## config.mk

```make
export PLATFORM = sky130hd
export DESIGN_NAME = ncd_data_ops
export DESIGN_NICKNAME = d
export VERILOG_FILES = /design/src/logic/ncd_pkg.sv /design/src/logic/ncd_ram.sv /design/src/logic/ncd_data_ops.sv
export SDC_FILE = /design/constraint.sdc
export NUM_CORES = 1
export LEC_CHECK = 0
export BUFFER_PORTS_ARGS = -buffer_cell sky130_fd_sc_hd__buf_2
export CORE_ASPECT_RATIO = 0.8
export CORE_UTILIZATION = 40
export DETAILED_ROUTE_END_ITERATION = 12
export PLACE_DENSITY = 0.62
export SLEW_MARGIN = 25
export SYNTH_ARGS = -nofsm -noshare
export SYNTH_HDL_FRONTEND = slang
export SYNTH_SLANG_ARGS = --single-unit
```

## constraint.sdc

```tcl
create_clock -name mclk_i -period 4.7 [get_ports mclk_i]
set_input_delay 0 -clock mclk_i [delete_from_list [all_inputs] [get_ports mclk_i]]
set_output_delay 0 -clock mclk_i [all_outputs]
set_load 0.02 [all_outputs]
```

## src/logic/ncd_pkg.sv

```systemverilog
// package: shared types and constants for the nibble data execution unit
package ncd_pkg;

   // ==========================================================
   // widths
   // ==========================================================
   localparam int NIB_W      = 4;
   localparam int X_W        = 2;
   localparam int Y_W        = 4;
   localparam int D_W        = 3;
   localparam int E_W        = 8;
   localparam int LSEL_W     = 2;
   localparam int ROM_W      = 9;
   localparam int ROM_AW     = 11;
   localparam int RAM_AW     = X_W + Y_W;
   localparam int RAM_DEPTH  = 64;

   // ==========================================================
   // field positions of a rom word
   // ==========================================================
   localparam int ROM_CY_BIT = 8;
   localparam int ROM_B_HI   = 7;
   localparam int ROM_B_LO   = 4;
   localparam int ROM_A_HI   = 3;
   localparam int ROM_A_LO   = 0;

   // ==========================================================
   // reset values and skip thresholds
   // ==========================================================
   localparam logic [3:0] NIB_RST    = 4'h0;
   localparam logic [1:0] X_RST      = 2'h0;
   localparam logic       CY_RST     = 1'b0;
   localparam logic [3:0] Y_WRAP_DEC = 4'hf;
   localparam logic [3:0] Y_WRAP_INC = 4'h0;

   // ==========================================================
   // logic selection codes
   // ==========================================================
   localparam logic [1:0] LSEL_XOR = 2'h0;
   localparam logic [1:0] LSEL_OR  = 2'h1;
   localparam logic [1:0] LSEL_AND = 2'h2;

   // ==========================================================
   // timing: table read occupies three instruction cycles
   // ==========================================================
   localparam int TBL_CYCLES = 3;

   typedef enum logic [4:0] {
      OP_NOP                 = 5'h00,
      OP_DEC_COL_PTR_SKIP    = 5'h01,
      OP_INC_COL_PTR_SKIP    = 5'h02,
      OP_LOAD_ACC_FROM_RAM   = 5'h03,
      OP_SWAP_ACC_RAM        = 5'h04,
      OP_SWAP_ACC_RAM_DEC    = 5'h05,
      OP_SWAP_ACC_RAM_INC    = 5'h06,
      OP_LOAD_POINTER_PAIR   = 5'h07,
      OP_LOAD_ACC_IMMEDIATE  = 5'h08,
      OP_ROM_TABLE_READ      = 5'h09,
      OP_ADD_RAM             = 5'h0a,
      OP_ADD_RAM_CARRY       = 5'h0b,
      OP_ADD_IMMEDIATE       = 5'h0c,
      OP_SET_CARRY           = 5'h0d,
      OP_CLEAR_CARRY         = 5'h0e,
      OP_SKIP_IF_CARRY_ZERO  = 5'h0f,
      OP_COMPLEMENT_ACC      = 5'h10,
      OP_ROTATE_RIGHT_CARRY  = 5'h11,
      OP_LOGIC_OP_EXEC       = 5'h12,
      OP_SET_RAM_BIT         = 5'h13,
      OP_CLEAR_RAM_BIT       = 5'h14,
      OP_SKIP_IF_BIT_ZERO    = 5'h15,
      OP_SKIP_IF_ACC_EQ_RAM  = 5'h16,
      OP_SKIP_IF_ACC_EQ_IMM  = 5'h17
   } ncd_op_e;

   // hi: x / j field, imm: n, y or page
   typedef struct packed {
      ncd_op_e    op;
      logic [1:0] hi;
      logic [3:0] imm;
   } ncd_instr_s;

   typedef enum logic [1:0] {
      TS_IDLE  = 2'b00,
      TS_FETCH = 2'b01,
      TS_POP   = 2'b10
   } ncd_tbl_e;

endpackage : ncd_pkg

```

## src/logic/ncd_ram.sv

```systemverilog
// file: 64 x 4 data memory in flip-flops, combinational read
`timescale 1ns/1ps
module ncd_ram #(
   parameter int DEPTH = ncd_pkg::RAM_DEPTH,
   parameter int AW    = ncd_pkg::RAM_AW,
   parameter int DW    = ncd_pkg::NIB_W
) (
   input  wire logic          mclk_i,
   input  wire logic          srst_i,
   input  wire logic [AW-1:0] addr_i,
   input  wire logic          we_i,
   input  wire logic [DW-1:0] wdata_i,
   output logic      [DW-1:0] rdata_o
);

   logic [DW-1:0] mem_q [DEPTH];

   // cleared on reset so the exec unit never reads unknowns
   always_ff @(posedge mclk_i) begin
      if (srst_i) begin
         for (int i = 0; i < DEPTH; i++) begin
            mem_q[i] <= '0;
         end
      end else if (we_i) begin
         mem_q[addr_i] <= wdata_i;
      end
   end

   assign rdata_o = mem_q[addr_i];

endmodule : ncd_ram

```

## src/logic/ncd_data_ops.sv

```systemverilog
// file: data-path execution unit of a 4-bit core (ram, arithmetic, bits)
`timescale 1ns/1ps
module ncd_data_ops #(
   parameter int TBL_CYCLES = ncd_pkg::TBL_CYCLES
) (
   input  wire logic                          mclk_i,
   input  wire logic                          srst_i,
   input  wire logic                          instr_valid_i,
   input  wire ncd_pkg::ncd_instr_s           instr_i,
   output logic                               ready_o,
   input  wire logic [ncd_pkg::E_W-1:0]       e_reg_i,
   input  wire logic [ncd_pkg::D_W-1:0]       d_reg_i,
   input  wire logic [ncd_pkg::LSEL_W-1:0]    logic_select_reg_i,
   input  wire logic                          upper_rom_bit_enable_i,
   output logic [ncd_pkg::ROM_AW-1:0]         rom_addr_o,
   output logic                               rom_rd_o,
   input  wire logic [ncd_pkg::ROM_W-1:0]     rom_data_i,
   output logic                               stk_push_o,
   output logic                               stk_pop_o,
   output logic [ncd_pkg::NIB_W-1:0]          acc_o,
   output logic [ncd_pkg::NIB_W-1:0]          b_reg_o,
   output logic                               carry_flag_o,
   output logic [ncd_pkg::X_W-1:0]            x_ptr_o,
   output logic [ncd_pkg::Y_W-1:0]            y_ptr_o,
   output logic                               skip_pending_o,
   output logic                               squashed_o
);

   // ==========================================================
   // helpers
   // ==========================================================
   // 5-bit sum so carry-out sits in bit 4
   function automatic logic [4:0] add4(input logic [3:0] a,
                                       input logic [3:0] b,
                                       input logic       ci);
      add4 = {1'b0, a} + {1'b0, b} + {4'h0, ci};
   endfunction : add4

   function automatic logic [3:0] bit_mask(input logic [1:0] j);
      bit_mask = 4'h1 << j;
   endfunction : bit_mask

   // ==========================================================
   // state
   // ==========================================================
   logic [3:0]                   acc_q, acc_d;
   logic [3:0]                   b_q, b_d;
   logic                         cy_q, cy_d;
   logic [1:0]                   x_q, x_d;
   logic [3:0]                   y_q, y_d;
   logic                         skip_q, skip_d;
   logic                         run_la_q, run_lxy_q;
   logic                         sq_q;
   ncd_pkg::ncd_tbl_e            ts_q;
   logic [ncd_pkg::ROM_AW-1:0]   rom_addr_q;
   logic                         ram_we;
   logic [3:0]                   ram_wd;
   logic [3:0]                   ram_rd;
   logic                         take;
   logic                         squash;
   logic                         is_la;
   logic                         is_lxy;
   logic [4:0]                   sum;
   logic [3:0]                   lres;

   assign ready_o = (ts_q == ncd_pkg::TS_IDLE);
   assign take    = instr_valid_i && ready_o;
   assign is_la   = (instr_i.op == ncd_pkg::OP_LOAD_ACC_IMMEDIATE);
   assign is_lxy  = (instr_i.op == ncd_pkg::OP_LOAD_POINTER_PAIR);

   assign squash = skip_q || (is_la && run_la_q) || (is_lxy && run_lxy_q);

   // ==========================================================
   // data memory, addressed by x:y
   // ==========================================================
   ncd_ram ncd_ram_i (
      .mclk_i  (mclk_i),
      .srst_i  (srst_i),
      .addr_i  ({x_q, y_q}),
      .we_i    (ram_we),
      .wdata_i (ram_wd),
      .rdata_o (ram_rd)
   );

   // ==========================================================
   // execute
   // ==========================================================
   always_comb begin
      acc_d  = acc_q;
      b_d    = b_q;
      cy_d   = cy_q;
      x_d    = x_q;
      y_d    = y_q;
      skip_d = skip_q;
      ram_we = 1'b0;
      ram_wd = ram_rd;
      sum    = 5'h00;
      lres   = acc_q ^ e_reg_i[3:0];
      if (take) begin
         skip_d = 1'b0;
         if (!squash) begin
            unique case (instr_i.op)
               ncd_pkg::OP_NOP: begin
               end
               ncd_pkg::OP_DEC_COL_PTR_SKIP: begin
                  y_d    = y_q - 4'h1;
                  skip_d = (y_d == ncd_pkg::Y_WRAP_DEC);
               end
               ncd_pkg::OP_INC_COL_PTR_SKIP: begin
                  y_d    = y_q + 4'h1;
                  skip_d = (y_d == ncd_pkg::Y_WRAP_INC);
               end
               ncd_pkg::OP_LOAD_ACC_FROM_RAM: begin
                  acc_d = ram_rd;
                  x_d   = x_q ^ instr_i.hi;
               end
               ncd_pkg::OP_SWAP_ACC_RAM: begin
                  acc_d  = ram_rd;
                  ram_we = 1'b1;
                  ram_wd = acc_q;
                  x_d    = x_q ^ instr_i.hi;
               end
               ncd_pkg::OP_SWAP_ACC_RAM_DEC: begin
                  acc_d  = ram_rd;
                  ram_we = 1'b1;
                  ram_wd = acc_q;
                  x_d    = x_q ^ instr_i.hi;
                  y_d    = y_q - 4'h1;
                  skip_d = (y_d == ncd_pkg::Y_WRAP_DEC);
               end
               ncd_pkg::OP_SWAP_ACC_RAM_INC: begin
                  acc_d  = ram_rd;
                  ram_we = 1'b1;
                  ram_wd = acc_q;
                  x_d    = x_q ^ instr_i.hi;
                  y_d    = y_q + 4'h1;
                  skip_d = (y_d == ncd_pkg::Y_WRAP_INC);
               end
               ncd_pkg::OP_LOAD_POINTER_PAIR: begin
                  x_d = instr_i.hi;
                  y_d = instr_i.imm;
               end
               ncd_pkg::OP_LOAD_ACC_IMMEDIATE: begin
                  acc_d = instr_i.imm;
               end
               // results land in the pop cycle below
               ncd_pkg::OP_ROM_TABLE_READ: begin
               end
               ncd_pkg::OP_ADD_RAM: begin
                  sum   = add4(acc_q, ram_rd, 1'b0);
                  acc_d = sum[3:0];
               end
               ncd_pkg::OP_ADD_RAM_CARRY: begin
                  sum   = add4(acc_q, ram_rd, cy_q);
                  acc_d = sum[3:0];
                  cy_d  = sum[4];
               end
               // skip when bit 3 gives no carry
               ncd_pkg::OP_ADD_IMMEDIATE: begin
                  sum    = add4(acc_q, instr_i.imm, 1'b0);
                  acc_d  = sum[3:0];
                  skip_d = !sum[4];
               end
               ncd_pkg::OP_SET_CARRY: begin
                  cy_d = 1'b1;
               end
               ncd_pkg::OP_CLEAR_CARRY: begin
                  cy_d = 1'b0;
               end
               ncd_pkg::OP_SKIP_IF_CARRY_ZERO: begin
                  skip_d = !cy_q;
               end
               ncd_pkg::OP_COMPLEMENT_ACC: begin
                  acc_d = ~acc_q;
               end
               ncd_pkg::OP_ROTATE_RIGHT_CARRY: begin
                  acc_d = {cy_q, acc_q[3:1]};
                  cy_d  = acc_q[0];
               end
               ncd_pkg::OP_LOGIC_OP_EXEC: begin
                  unique case (logic_select_reg_i)
                     ncd_pkg::LSEL_OR:  lres = acc_q | e_reg_i[3:0];
                     ncd_pkg::LSEL_AND: lres = acc_q & e_reg_i[3:0];
                     // code 3 is undefined; behaves as xor
                     default:           lres = acc_q ^ e_reg_i[3:0];
                  endcase
                  acc_d = lres;
               end
               ncd_pkg::OP_SET_RAM_BIT: begin
                  ram_we = 1'b1;
                  ram_wd = ram_rd | bit_mask(instr_i.hi);
               end
               ncd_pkg::OP_CLEAR_RAM_BIT: begin
                  ram_we = 1'b1;
                  ram_wd = ram_rd & ~bit_mask(instr_i.hi);
               end
               ncd_pkg::OP_SKIP_IF_BIT_ZERO: begin
                  skip_d = ((ram_rd & bit_mask(instr_i.hi)) == 4'h0);
               end
               ncd_pkg::OP_SKIP_IF_ACC_EQ_RAM: begin
                  skip_d = (acc_q == ram_rd);
               end
               ncd_pkg::OP_SKIP_IF_ACC_EQ_IMM: begin
                  skip_d = (acc_q == instr_i.imm);
               end
               default: begin
               end
            endcase
         end
      end else if (ts_q == ncd_pkg::TS_POP) begin
         // table word split into b, acc and optional carry
         b_d   = rom_data_i[ncd_pkg::ROM_B_HI:ncd_pkg::ROM_B_LO];
         acc_d = rom_data_i[ncd_pkg::ROM_A_HI:ncd_pkg::ROM_A_LO];
         if (upper_rom_bit_enable_i) begin
            cy_d = rom_data_i[ncd_pkg::ROM_CY_BIT];
         end
      end
   end

   // ==========================================================
   // architectural registers
   // ==========================================================
   always_ff @(posedge mclk_i) begin
      if (srst_i) begin
         acc_q  <= ncd_pkg::NIB_RST;
         b_q    <= ncd_pkg::NIB_RST;
         cy_q   <= ncd_pkg::CY_RST;
         x_q    <= ncd_pkg::X_RST;
         y_q    <= ncd_pkg::NIB_RST;
         skip_q <= 1'b0;
      end else begin
         acc_q  <= acc_d;
         b_q    <= b_d;
         cy_q   <= cy_d;
         x_q    <= x_d;
         y_q    <= y_d;
         skip_q <= skip_d;
      end
   end

   // ==========================================================
   // run tracking for repeated immediate loads
   // ==========================================================
   // a run continues through its own squashed members, so only
   // the first unskipped one of any length of back-to-back loads takes effect
   always_ff @(posedge mclk_i) begin
      if (srst_i) begin
         run_la_q  <= 1'b0;
         run_lxy_q <= 1'b0;
         sq_q      <= 1'b0;
      end else if (take) begin
         run_la_q  <= is_la && (run_la_q || !skip_q);
         run_lxy_q <= is_lxy && (run_lxy_q || !skip_q);
         sq_q      <= squash;
      end else begin
         sq_q      <= 1'b0;
      end
   end

   // ==========================================================
   // table read sequencer
   // ==========================================================
   // one cycle for the address, one for push and rom, one for pop;
   // the caller's stack must keep a free level for the push
   always_ff @(posedge mclk_i) begin
      if (srst_i) begin
         ts_q       <= ncd_pkg::TS_IDLE;
         rom_addr_q <= '0;
      end else begin
         unique case (ts_q)
            ncd_pkg::TS_IDLE: begin
               if (take && !squash &&
                   instr_i.op == ncd_pkg::OP_ROM_TABLE_READ) begin
                  ts_q       <= ncd_pkg::TS_FETCH;
                  rom_addr_q <= {instr_i.imm, d_reg_i, acc_q};
               end
            end
            // push and jump done, now pop
            ncd_pkg::TS_FETCH: ts_q <= ncd_pkg::TS_POP;
            ncd_pkg::TS_POP:   ts_q <= ncd_pkg::TS_IDLE;
            default:           ts_q <= ncd_pkg::TS_IDLE;
         endcase
      end
   end

   // ==========================================================
   // outputs
   // ==========================================================
   // push with the fetch, pop with the restore
   assign stk_push_o     = (ts_q == ncd_pkg::TS_FETCH);
   assign rom_rd_o       = (ts_q == ncd_pkg::TS_FETCH);
   assign stk_pop_o      = (ts_q == ncd_pkg::TS_POP);
   assign rom_addr_o     = rom_addr_q;
   assign acc_o          = acc_q;
   assign b_reg_o        = b_q;
   assign carry_flag_o   = cy_q;
   assign x_ptr_o        = x_q;
   assign y_ptr_o        = y_q;
   assign skip_pending_o = skip_q;
   assign squashed_o     = sq_q;

endmodule : ncd_data_ops

```

==> impl_metrics.py <==
metrics = {
    "critical_path": {
        "cp.arrival_ns": 4.96,
        "endpoint_kind": "register",
        "r2r-end": "acc_o[2]",
        "rr_worst_depth": 15,
        "reg2reg_from": "y_ptr_o[2]",
        "rrSetupSlack_ns": 0.24,
        "path_max_fanout": 39,
        "crit_end": "acc_o[2]",
        "timing.critical_path.from": "y_ptr_o[2]",
        "cp-start-kind": "register",
        "worst-setup-path-type": "register to register",
        "cp.required_ns": 5.20,
    },
    "outcome": {
        "outcome": "finished clean",
    },
    "clocking": {
        "post-cts-setup-buffers": 0,
        "worstSkewPairLatency_ns": 0.59,
        "clkSlewWorstSetupHoldPaths_ns": 0.06,
        "cts_buffer_depth": 3,
        "cts_root_buf": "clkbuf_16",
        "cts_tree": "built",
        "cts_made_buffers": 29,
        "htreeDepth": 1,
        "numClockSinks": 288,
    },
    "logic_synthesis": {
        "yosys.area_share.simple": 0.194,
        "yosysSeqAreaShare": 0.557,
        "synth_xor_area_frac": 0.00761,
        "synth_seq_cells": 288,
        "yosysTopAreaCell": "edfxtp_1",
        "synthMuxAreaShare": 0.0928,
        "synth_compound_area_frac": 0.0899,
        "synth_top_family_by_area": "simple AND/OR/NAND/NOR gates",
        "avgSynthCellArea_um2": 11.0,
        "synthAdderAreaFrac": 0.0228,
        "syn-num-nets": 1424,
        "ys_types": 77,
        "ys_warn_count": 0,
        "synth_area_leaders": "edfxtp_1 51%, nor2_1 8.0%, mux4_2 5.0%, dfxtp_1 4.3%, mux2i_1 3.5%",
        "synth_top_area_share": 0.514,
        "syn_inst": 1361,
        "async_flop_share": 0,
        "synth_edf_count": 256,
        "ys.flop_type": "edfxtp_1",
        "synth_area_um2": 15000,
    },
    "timing": {
        "finalSetupViolCount": 0,
        "finalCritPeriodShare": 0.949,
        "worst_pin_slew_ns": 1.12,
        "slew_headroom": 0.242,
        "slew_violations": 0,
        "finalCriticalPeriod_ns": 4.46,
        "tns_ns": 0,
        "hold_viol": 0,
        "fin_skew_ns": 0.0252,
        "fmax_mhz": 224,
        "rsz0062_at_grt": "no",
    },
    "power": {
        "ir_worst_vdd_mv": 0.268,
        "p_sw_frac": 0.262,
        "power_density_nw_per_um2": 349,
        "intPower_mw": 4.39,
        "p_clk_frac": 0.384,
        "pwr-share-comb": 0.125,
        "pwr-share-seq": 0.491,
        "power.leakage_nw": 6.09,
        "net-switching-power_mw": 1.56,
    },
    "floorplanning": {
        "ios": 69,
        "core-area_um2": 36400,
        "num_rows": 62,
        "die_area_um2": 38200,
        "die_h_um": 175,
        "die_w_um": 218,
        "initial_core_util": 0.411,
    },
    "detailed_routing": {
        "routed_via_density": 5.75,
        "drc_errors": 0,
        "drtIter0Drc": 1269,
        "ant_nets": 0,
        "vias": 11105,
        "drtPass1Iterations": 5,
        "drt_wl_total_mm": 42.6,
        "wl_per_cell_um": 22.1,
    },
    "placement": {
        "dp_cells": 1858,
        "place_congestion": 0.918,
        "port_buffers": 64,
        "dp_hpwl_mm": 28.9,
    },
    "final_layout": {
        "final_net_count": 1491,
        "drive_gt1_frac": 0.158,
        "antennaDiodeCount": 0,
        "fin_cells": 1930,
        "fillers": 3301,
        "area_growth_pct": 14.0,
    },
    "global_routing": {
        "first_global_vias": 10617,
        "antenna_found_initial": 0,
        "grt_max_degree": 65,
        "grt_usage": 0.225,
        "grt_pass1_wl_mm": 65.3,
        "overflow": 0,
    },
    "worst_hold_path": {
        "hp-class": "input pin to register",
    },
    "job": {
        "cap_violations": 0,
    },
}
## state kept, by name (all words and copies together) (netlist names)
register / cells
rom_addr_o: 11
carry_flag_o: 1
ncd_ram_i.mem_q: 256
skip_pending_o: 1
y_ptr_o: 4
x_ptr_o: 2
run_la_q: 1
squashed_o: 1
ts_q: 2
acc_o: 4
b_reg_o: 4
run_lxy_q: 1
## area by class of cell
cell class	count	area [um^2]	share of cell area
flip-flops and latches	288	8340	0.489
multi-input cells	955	6150	0.361
repair buffers	135	976	0.0572
clock buffers	38	769	0.0451
well taps	480	601	0.0352
clock inverters	15	144	0.00844
inverters	19	71.3	0.00418
## worst min path at each step
stage,startpoint,end,cells past startpoint
after floorplan,instr_i[5],x_ptr_o[1],2
after global placement,d_reg_i[2],rom_addr_o[6],3
after detailed placement,d_reg_i[2],rom_addr_o[6],3
after CTS,instr_valid_i,squashed_o,3
after global routing,instr_valid_i,squashed_o,3
final,instr_valid_i,squashed_o,3
## critical path, stage by stage (launching register included)
cell and delay [ns]:
dfxtp_4 0.70, buf_4 0.40, mux4_2 0.34, and3_1 0.21
a311oi_2 0.48, nand4_1 0.22, ha_1 0.27, fa_1 0.57
ha_1 0.19, nand2_1 0.07, xor2_1 0.17, a2bb2oi_1 0.16
o2111ai_1 0.09, a21oi_1 0.06, or3_1 0.31, a21oi_1 0.12
## kinds of logic (layout without fill, tap and decap cells)
kind of cell | count (synthesis) | after routing
xor gates and xnor gates | 13 | 13
buffers and inverters | 118 | 207
DFF | 288 | 288
muxes | 96 | 96
AOI/OAI and AO/OA | 188 | 188
and+or+nand+nor | 632 | 632
adders and majority gates | 26 | 26
## metrics by stage
| step | setup WS (ns) | hold WS, ns | power (mW) | instance area, um^2 | utilization |
|---|---|---|---|---|---|
| after floorplan | 0.724 | 0.136 | 3.41 | 15000 | - |
| after global placement | 0.356 | 0.233 | 3.68 | 15900 | 0.438 |
| after detailed placement | 0.361 | 0.246 | 3.69 | 15900 | 0.438 |
| after CTS | 0.328 | 0.0144 | 5.96 | 17000 | 0.469 |
| after global routing | 0.0355 | 0.109 | 6.12 | 17000 | 0.469 |
| final | 0.241 | 0.0201 | 5.95 | 17000 | 0.469 |
## cell usage after synthesis (7+ instances only)
| cell | n |
|---|---|
| buf_2 | 46 |
| dfxtp_1 | 32 |
| o22ai_1 | 12 |
| nand3_1 | 20 |
| mux2i_1 | 52 |
| ha_1 | 24 |
| nor2b_1 | 11 |
| a221oi_1 | 15 |
| mux4_2 | 33 |
| nand3b_1 | 8 |
| mux2_2 | 11 |
| nand4_1 | 7 |
| o211ai_1 | 7 |
| xnor2_1 | 8 |
| edfxtp_1 | 256 |
| a211oi_1 | 9 |
| nand2_1 | 120 |
| a22oi_1 | 20 |
| and2_1 | 7 |
| nor2_1 | 317 |
| inv_1 | 17 |
| nor3_1 | 11 |
| o21ai_0 | 27 |
| nand2b_1 | 81 |
| and3_1 | 10 |
| clkbuf_1 | 44 |
| a21oi_1 | 46 |
## repair_timing
| item | 4_1_cts | 5_1_grt |
|---|---|---|
| resized for setup | 0 | 0 |
| endpoints found under the hold margin | 21 | 0 |
| hold buffers | 19 | 0 |
| setup endpoints to repair | 0 | 0 |
## layer usage
| metal | wire length [um] | part of all wire | global-route usage | vias to the layer above |
|---|---|---|---|---|
| met5 | 0 | 0 | 0 | - |
| li1 | - | - | - | 5061 |
| met1 | 19300 | 0.45 | 0.343 | 5476 |
| met3 | 4050 | 0.095 | 0.0489 | 85 |
| met4 | 1090 | 0.026 | 0.0557 | 0 |
| met2 | 18200 | 0.43 | 0.324 | 483 |
## power groups by stage
stage | logic, mW | clock network (mW) | registers, mW
after CTS | 0.734 | 2.30 | 2.92
after detailed placement | 0.721 | 0 | 2.97
after global placement | 0.713 | 0 | 2.97
after floorplan | 0.471 | 0 | 2.94
after global routing | 0.793 | 2.40 | 2.93
final | 0.742 | 2.28 | 2.92
## layout by cell type, fill, tap and decap left out, drive strengths merged, types with 8 or more instances in the layout
| master | instances |
|---|---|
| nor2 | 322 |
| and3 | 10 |
| nor2b | 11 |
| a21oi | 46 |
| nor3 | 11 |
| mux4 | 33 |
| nand2b | 81 |
| edfxtp | 256 |
| o22ai | 16 |
| clkbuf | 38 |
| a211oi | 9 |
| mux2 | 11 |
| buf | 116 |
| xnor2 | 8 |
| dlygate4sd3 | 19 |
| a221oi | 15 |
| inv | 20 |
| dfxtp | 32 |
| o21ai | 28 |
| nor4 | 9 |
| nand3 | 20 |
| nand3b | 8 |
| clkinv | 11 |
| ha | 24 |
| and2 | 8 |
| a22oi | 20 |
| mux2i | 52 |
| nand2 | 121 |
Note: power is estimated with default switching activity, not from simulation.
